### config.mk
export PLATFORM = sky130hd
export DESIGN_NAME = piebk_top
export DESIGN_NICKNAME = d
export VERILOG_FILES = /design/src/piebk_pkg.sv /design/src/piebk_group.sv /design/src/piebk_top.sv
export SDC_FILE = /design/constraint.sdc
export NUM_CORES = 1
export LEC_CHECK = 0
export ABC_AREA = 1
export BUFFER_PORTS_ARGS = -buffer_cell sky130_fd_sc_hd__buf_2
export CORE_MARGIN = 3
export CORE_UTILIZATION = 45
export CTS_BUF_LIST = sky130_fd_sc_hd__clkbuf_4 sky130_fd_sc_hd__clkbuf_8
export DETAILED_ROUTE_END_ITERATION = 10
export GPL_ROUTABILITY_DRIVEN = 0
export PLACE_DENSITY = 0.73
export SLEW_MARGIN = 0
export SYNTH_ARGS = -nofsm -noshare
export SYNTH_HDL_FRONTEND = slang
export SYNTH_SLANG_ARGS = --single-unit
### constraint.sdc
create_clock -name i_clock -period 3.4 [get_ports i_clock]
set_clock_uncertainty 0.1 [all_clocks]
set_input_delay 0.17 -clock i_clock [delete_from_list [all_inputs] [get_ports i_clock]]
set_output_delay 0.17 -clock i_clock [all_outputs]
set_load 0.005 [all_outputs]
### src/piebk_pkg.sv
// Constants and helpers for the peripheral interrupt enable bank
package piebk_pkg;

    // -----------------------------------------------------------
    // Register map (byte addresses)
    // -----------------------------------------------------------
    localparam int          ADDR_W       = 5;
    localparam logic [4:0]  OFF_ENABLE_A = 5'h00;
    localparam logic [4:0]  OFF_ENABLE_B = 5'h04;
    localparam logic [4:0]  OFF_ENABLE_C = 5'h08;
    localparam logic [4:0]  OFF_CONTROL  = 5'h0C;
    localparam logic [4:0]  OFF_FLAGS_A  = 5'h10;
    localparam logic [4:0]  OFF_FLAGS_B  = 5'h14;
    localparam logic [4:0]  OFF_FLAGS_C  = 5'h18;

    // -----------------------------------------------------------
    // Field layout and reset values
    // -----------------------------------------------------------
    localparam int          GRP_W        = 8;
    localparam logic [7:0]  IMPL_A       = 8'hFF;
    localparam logic [7:0]  IMPL_B       = 8'hEF;
    localparam logic [7:0]  IMPL_C       = 8'h7F;
    localparam logic [7:0]  ENABLE_RST   = 8'h00;
    localparam logic [7:0]  FLAGS_RST    = 8'h00;
    localparam int          CTL_GLOBAL   = 7;
    localparam int          CTL_PERIPH   = 6;
    localparam logic [7:0]  CTL_MASK     = 8'hC0;
    localparam logic [7:0]  CTL_RST      = 8'h00;
    localparam int          BIT_TMR1_GATE = 7;
    localparam int          BIT_UNIMPL_B  = 4;
    localparam int          BIT_UNIMPL_C  = 7;
    localparam logic [31:0] RDATA_NONE   = 32'h0000_0000;

    // Address match on the word, byte lane bits ignored
    function automatic logic piebk_sel(input logic [4:0] addr,
                                       input logic [4:0] off);
        return addr[4:2] == off[4:2];
    endfunction : piebk_sel

endpackage : piebk_pkg

### src/piebk_group.sv
// One 8-bit group: enable register, sticky flags, group request
module piebk_group
    import piebk_pkg::*;
#(
    parameter int         W    = GRP_W,
    parameter logic [7:0] IMPL = IMPL_A
) (
    input  wire logic         i_clock,
    input  wire logic         i_rst,
    input  wire logic         i_ce,
    input  wire logic         i_en_we,
    input  wire logic         i_flag_w1c,
    input  wire logic [W-1:0] i_wdata,
    input  wire logic [W-1:0] i_event,
    output logic      [W-1:0] o_enable,
    output logic      [W-1:0] o_flags,
    output logic              o_req
);

    logic [W-1:0] enable_r;
    logic [W-1:0] enable_nxt;
    logic [W-1:0] flags_r;
    logic [W-1:0] flags_nxt;
    logic [W-1:0] clr_mask;

    // Unimplemented bits never store a one
    assign enable_nxt = i_en_we ? (i_wdata & IMPL[W-1:0]) : enable_r;
    // Set beats a simultaneous write-one-to-clear
    assign clr_mask   = i_flag_w1c ? i_wdata : '0;
    assign flags_nxt  = ((flags_r & ~clr_mask) | i_event)
                        & IMPL[W-1:0];

    // Enable and flag storage, cleared on every reset
    always_ff @(posedge i_clock or posedge i_rst) begin
        if (i_rst) begin
            enable_r <= ENABLE_RST[W-1:0];
            flags_r  <= FLAGS_RST[W-1:0];
        end else if (i_ce) begin
            enable_r <= enable_nxt;
            flags_r  <= flags_nxt;
        end
    end

    assign o_enable = enable_r;
    assign o_flags  = flags_r;
    assign o_req    = |(flags_r & enable_r);

endmodule : piebk_group

### src/piebk_top.sv
// Peripheral interrupt enable bank with Avalon-MM register slave
//
// Design decisions made here: the address map and the Avalon-MM slave port.
module piebk_top
    import piebk_pkg::*;
(
    input  wire logic              i_clock,
    input  wire logic              i_rst,
    input  wire logic              i_ce,
    input  wire logic [ADDR_W-1:0] i_avs_address,
    input  wire logic              i_avs_read,
    input  wire logic              i_avs_write,
    input  wire logic [3:0]        i_avs_byteenable,
    input  wire logic [31:0]       i_avs_writedata,
    output logic      [31:0]       o_avs_readdata,
    output logic                   o_avs_waitrequest,
    input  wire logic [7:0]        i_event_a,
    input  wire logic [7:0]        i_event_b,
    input  wire logic [7:0]        i_event_c,
    output logic                   o_periph_req,
    output logic                   o_irq
);

    // -----------------------------------------------------------
    // Bus handshake
    // -----------------------------------------------------------
    logic        ack_r;
    logic        ack_nxt;
    logic        req;
    logic        wr_acc;
    logic        lane0;
    logic [31:0] rdata_r;
    logic [31:0] rdata_nxt;

    // One wait cycle, then the access completes; held off while frozen
    assign req               = i_avs_read | i_avs_write;
    assign ack_nxt           = req & ~ack_r;
    assign o_avs_waitrequest = req & ~(ack_r & i_ce);
    assign wr_acc            = i_avs_write & ack_r & i_ce;
    assign lane0             = i_avs_byteenable[0];

    // -----------------------------------------------------------
    // Address decode
    // -----------------------------------------------------------
    logic sel_en_a;
    logic sel_en_b;
    logic sel_en_c;
    logic sel_ctl;
    logic sel_fl_a;
    logic sel_fl_b;
    logic sel_fl_c;

    // Register selects
    assign sel_en_a = piebk_sel(i_avs_address, OFF_ENABLE_A);
    assign sel_en_b = piebk_sel(i_avs_address, OFF_ENABLE_B);
    assign sel_en_c = piebk_sel(i_avs_address, OFF_ENABLE_C);
    assign sel_ctl  = piebk_sel(i_avs_address, OFF_CONTROL);
    assign sel_fl_a = piebk_sel(i_avs_address, OFF_FLAGS_A);
    assign sel_fl_b = piebk_sel(i_avs_address, OFF_FLAGS_B);
    assign sel_fl_c = piebk_sel(i_avs_address, OFF_FLAGS_C);

    // Write strobes, low byte lane only
    logic we_en_a;
    logic we_en_b;
    logic we_en_c;
    logic we_ctl;
    logic w1c_a;
    logic w1c_b;
    logic w1c_c;

    assign we_en_a = wr_acc & lane0 & sel_en_a;
    assign we_en_b = wr_acc & lane0 & sel_en_b;
    assign we_en_c = wr_acc & lane0 & sel_en_c;
    assign we_ctl  = wr_acc & lane0 & sel_ctl;
    assign w1c_a   = wr_acc & lane0 & sel_fl_a;
    assign w1c_b   = wr_acc & lane0 & sel_fl_b;
    assign w1c_c   = wr_acc & lane0 & sel_fl_c;

    // -----------------------------------------------------------
    // Core control: global and peripheral-group enables
    // -----------------------------------------------------------
    logic [7:0] ctl_r;
    logic [7:0] ctl_nxt;
    logic       global_irq_enable;
    logic       peripheral_group_enable;

    assign ctl_nxt = we_ctl ? (i_avs_writedata[7:0] & CTL_MASK) : ctl_r;
    assign global_irq_enable       = ctl_r[CTL_GLOBAL];
    assign peripheral_group_enable = ctl_r[CTL_PERIPH];

    // -----------------------------------------------------------
    // Enable groups
    // -----------------------------------------------------------
    logic [7:0] en_a;
    logic [7:0] en_b;
    logic [7:0] en_c;
    logic [7:0] fl_a;
    logic [7:0] fl_b;
    logic [7:0] fl_c;
    logic       req_a;
    logic       req_b;
    logic       req_c;

    // Group A: timer gate, converter, serial, capcomp, timers
    piebk_group #(.W(GRP_W), .IMPL(IMPL_A)) u_grp_a (
        .i_clock    (i_clock),
        .i_rst      (i_rst),
        .i_ce       (i_ce),
        .i_en_we    (we_en_a),
        .i_flag_w1c (w1c_a),
        .i_wdata    (i_avs_writedata[7:0]),
        .i_event    (i_event_a),
        .o_enable   (en_a),
        .o_flags    (fl_a),
        .o_req      (req_a)
    );

    // Group B: osc fail, comparators, collision, timers, capcomp
    piebk_group #(.W(GRP_W), .IMPL(IMPL_B)) u_grp_b (
        .i_clock    (i_clock),
        .i_rst      (i_rst),
        .i_ce       (i_ce),
        .i_en_we    (we_en_b),
        .i_flag_w1c (w1c_b),
        .i_wdata    (i_avs_writedata[7:0]),
        .i_event    (i_event_b),
        .o_enable   (en_b),
        .o_flags    (fl_b),
        .o_req      (req_b)
    );

    // Group C: synthesiser, shutdown, zero cross, logic cells
    piebk_group #(.W(GRP_W), .IMPL(IMPL_C)) u_grp_c (
        .i_clock    (i_clock),
        .i_rst      (i_rst),
        .i_ce       (i_ce),
        .i_en_we    (we_en_c),
        .i_flag_w1c (w1c_c),
        .i_wdata    (i_avs_writedata[7:0]),
        .i_event    (i_event_c),
        .o_enable   (en_c),
        .o_flags    (fl_c),
        .o_req      (req_c)
    );

    // -----------------------------------------------------------
    // Request gating
    // -----------------------------------------------------------
    logic periph_nxt;
    logic irq_nxt;
    logic periph_r;
    logic irq_r;

    // Group enable gates all, global enable gates the core line
    assign periph_nxt = (req_a | req_b | req_c)
                        & peripheral_group_enable;
    assign irq_nxt    = periph_nxt & global_irq_enable;

    // -----------------------------------------------------------
    // Read mux
    // -----------------------------------------------------------
    assign rdata_nxt =
        sel_en_a ? {24'h00_0000, en_a}  :
        sel_en_b ? {24'h00_0000, en_b}  :
        sel_en_c ? {24'h00_0000, en_c}  :
        sel_ctl  ? {24'h00_0000, ctl_r} :
        sel_fl_a ? {24'h00_0000, fl_a}  :
        sel_fl_b ? {24'h00_0000, fl_b}  :
        sel_fl_c ? {24'h00_0000, fl_c}  : RDATA_NONE;

    // Bus state, control register and registered outputs
    always_ff @(posedge i_clock or posedge i_rst) begin
        if (i_rst) begin
            ack_r    <= 1'b0;
            rdata_r  <= RDATA_NONE;
            ctl_r    <= CTL_RST;
            periph_r <= 1'b0;
            irq_r    <= 1'b0;
        end else if (i_ce) begin
            ack_r    <= ack_nxt;
            if (i_avs_read && !ack_r) begin
                rdata_r <= rdata_nxt;
            end
            ctl_r    <= ctl_nxt;
            periph_r <= periph_nxt;
            irq_r    <= irq_nxt;
        end
    end

    assign o_avs_readdata = rdata_r;
    assign o_periph_req   = periph_r;
    assign o_irq          = irq_r;
endmodule : piebk_top

==> flow_summary.json <==
{
  "dp_hpwl_mm": 5.050,
  "ys_ff_latch": 57,
  "yosysWarnings": 0,
  "numPortBuffers": 49,
  "switching_share_pct": 29.56,
  "routedWlPerCell_um": 12.85,
  "clkPwrFrac_pct": 31.9,
  "internal_power_uw": 1211,
  "rr_startpoint": "ack_r$_DFFE_PP0P_",
  "rows": 29,
  "grt_pass1_wl_mm": 11.47,
  "post-synth-top-area-cell": "dfrtp_1",
  "rsz0062_at_grt": "no",
  "nFillCells": 600,
  "min_period_ns": 1.570,
  "fp.dieW_um": 88.62,
  "cts_buffers": 9,
  "wl_mm": 7.014,
  "worst_pin_slew_ns": 0.9072,
  "place_ws_ns": 1.547,
  "cts_resized": 0,
  "slew-limit-headroom_pct": 39.43,
  "period_share_pct": 46.18,
  "power_uw": 1719,
  "final_area_um2": 3642,
  "vias": 2705,
  "synthTopCellsByArea": "dfrtp_1 46%, nand2_1 19%, buf_4 7.3%, o21ai_1 4.9%, nand4_1 4.7%",
  "yosysMostFrequentCell": "nand2_1",
  "cts-root-buf": "clkbuf_8",
  "diodes": 0,
  "holdPathStages": 3,
  "synth_edf_count": 0,
  "power_frac_seq_pct": 48.2,
  "start_util_pct": 47.29,
  "io_pins": 105,
  "criticalPathCategory": "reg -> reg",
  "syn_area_um2": 3072,
  "dieArea_um2": 7854,
  "drive_above_1_share_pct": 20.26,
  "async_reset_ff_share_pct": 100.0,
  "crit_path_end_kind": "flop",
  "cts_buffer_depth": 2,
  "tns_ns": 0,
  "grt_max_degree": 45,
  "cts_hold_buf": 23,
  "crit_slowest_cell": "dfrtp_1",
  "switching_power_uw": 508.0,
  "ys.flop_type": "dfrtp_1",
  "tritoncts": "yes",
  "gr-usage-all-layers_pct": 19.34,
  "critPathMaxFanout": 7,
  "clk_latency_ns": 0.34,
  "nNetsFinal": 535,
  "finalMaxSlewViolations": 0,
  "syn-mean-instance-area_um2": 7.796,
  "fin_ws_ns": 1.830,
  "placed_area_um2": 3242,
  "status": "complete, no violations",
  "setup_viol": 0,
  "seq_area_frac_synth_pct": 46.44,
  "drt-initial-drc-count": 327,
  "path_cells": "nand2_2 > nor2_4 > nand4_2 > o21ai_1 > nand2_1",
  "grt-ovfl-total": 0,
  "rr_endpoint": "u_grp_b.o_flags[3]$_DFFE_PP0P_",
  "cpPeakStageDelay_ns": 0.44,
  "reg2reg_slack_ns": 1.83,
  "peakVddDrop_mv": 0.2191,
  "fin_util_pct": 56.08,
  "area_delta_synth_final_pct": 18.57,
  "critPathRequiredTime_ns": 3.53,
  "synthCells": 394,
  "synth_top_area_share_pct": 46.44,
  "leakagePower_uw": 0.001819,
  "hold_path_end": "u_grp_c.o_enable[4]$_DFFE_PP0P_",
  "clk_pin_slew_ns": 0.06,
  "hp-start": "i_avs_writedata[4]",
  "grt_antenna_before_repair": 0,
  "drc": 0,
  "power.density_nw_per_um2": 471.9,
  "arrival_ns": 1.70,
  "hold_violations": 0,
  "power_frac_comb_pct": 19.9,
  "reg2reg_depth": 5,
  "first_global_vias": 2391,
  "cts_sinks": 57,
  "hold_path.class": "in -> reg",
  "fmax_ghz": 0.6369,
  "ant_nets": 0,
  "yosys-top-cells-count": "157 x nand2_1, 57 x dfrtp_1, 30 x buf_4, 30 x o21ai_1, 23 x nand4_1",
  "start_kind": "flop",
  "synth_cell_type_count": 27,
  "coreArea_um2": 6495,
  "die_y_um": 88.62,
  "detail_route.first_pass.iterations": 5,
  "cts.htree.levels": 3,
  "post-cts-setup-buffers": 0,
  "viasPerCell": 4.954,
  "maxCapViolations": 0
}
-- stage by stage --
| step | instances | hold WS (ns) |
|---|---|---|
| finish | 546 | 0.03092 |
| floorplan | 417 | 0.1866 |
| global placement | 508 | 0.2715 |
| global route | 546 | 0.05156 |
| detailed placement | 508 | 0.2734 |
| CTS | 546 | 0.02199 |
-- per-layer routing --
layer	vias to the layer above	routed length, um	track usage, %
met5	-	0	0
met4	0	119	7.555
met3	11	464	4.469
met2	114	3209	28.54
met1	1217	3220	27.59
li1	1363	-	-
-- power groups by stage --
stage	clock [uW]	combinational (uW)	sequential [uW]
after detailed placement	0	323	840
after floorplan	0	242	830
after global placement	0	314	836
final	549	341	829
after CTS	562	344	828
after global routing	598	396	840
-- sequential cells by signal, indices dropped and copies added (netlist names) --
| name | cells |
|---|---|
| u_grp_b.o_flags | 7 |
| ctl_r | 2 |
| u_grp_c.o_flags | 7 |
| o_irq | 1 |
| u_grp_c.o_enable | 7 |
| u_grp_b.o_enable | 7 |
| o_avs_readdata | 8 |
| u_grp_a.o_enable | 8 |
| ack_r | 1 |
| o_periph_req | 1 |
| u_grp_a.o_flags | 8 |
-- cells by family (layout without fill, tap and decap cells) --
kind of cell / Yosys count / after routing / share of synthesized area [%]
AOI/OAI and AO/OA: 49 / 49 / 8.920
buffers and inverters: 62 / 114 / 11.81
DFF: 57 / 57 / 46.44
other: 1 / 24 / 0.1221
and+or+nand+nor: 225 / 225 / 32.71
-- area by class of cell --
cell class / count / area [um2] / share of cell area, %
Multi-Input combinational cell: 298 / 1369 / 37.58
Tap cell: 77 / 96.34 / 2.645
Clock buffer: 12 / 152.6 / 4.191
Sequential cell: 57 / 1426 / 39.16
Timing Repair Buffer: 73 / 483.0 / 13.26
Inverter: 26 / 97.59 / 2.679
Clock inverter: 3 / 17.52 / 0.4809
-- layout by cell type, fill, tap and decap left out --
master,instances
buf_4,1
nand3_1,6
o21ai_2,7
o21ai_0,10
nand2_2,6
clkinv_2,2
clkbuf_8,10
or2_2,2
nor3b_1,1
nor2_2,1
clkbuf_4,2
o21a_1,1
buf_2,49
nand4_1,23
nor2_4,1
conb_1,24
a21oi_1,1
nor3b_4,1
nor3_4,2
nor3_2,1
clkinvlp_4,1
dfrtp_1,57
o21ai_1,30
nand3_2,1
nand4_2,1
inv_1,19
inv_2,7
nor2_1,22
dlygate4sd3_1,23
nand2_1,157
-- how the worst max path moves through the flow --
stage	startpoint	endpoint	slack [ns]	cells past startpoint
final	ack_r$_DFFE_PP0P_	u_grp_b.o_flags[3]$_DFFE_PP0P_	1.83	5
after global routing	ack_r$_DFFE_PP0P_	u_grp_b.o_flags[7]$_DFFE_PP0P_	1.69	5
after CTS	ack_r$_DFFE_PP0P_	o_avs_readdata[6]$_DFFE_PP0P_	1.82	6
after detailed placement	i_ce	o_avs_readdata[6]$_DFFE_PP0P_	1.55	8
after global placement	i_ce	o_avs_readdata[6]$_DFFE_PP0P_	1.60	8
after floorplan	i_rst	ack_r$_DFFE_PP0P_	1.73	1
-- critical path, delay by kind of cell, from the launching register on --
kind            cells  cell delay [ns]
compound gates      1             0.20
flops               1             0.44
simple gates        4             0.70
Note: power is estimated with default switching activity, not from simulation.
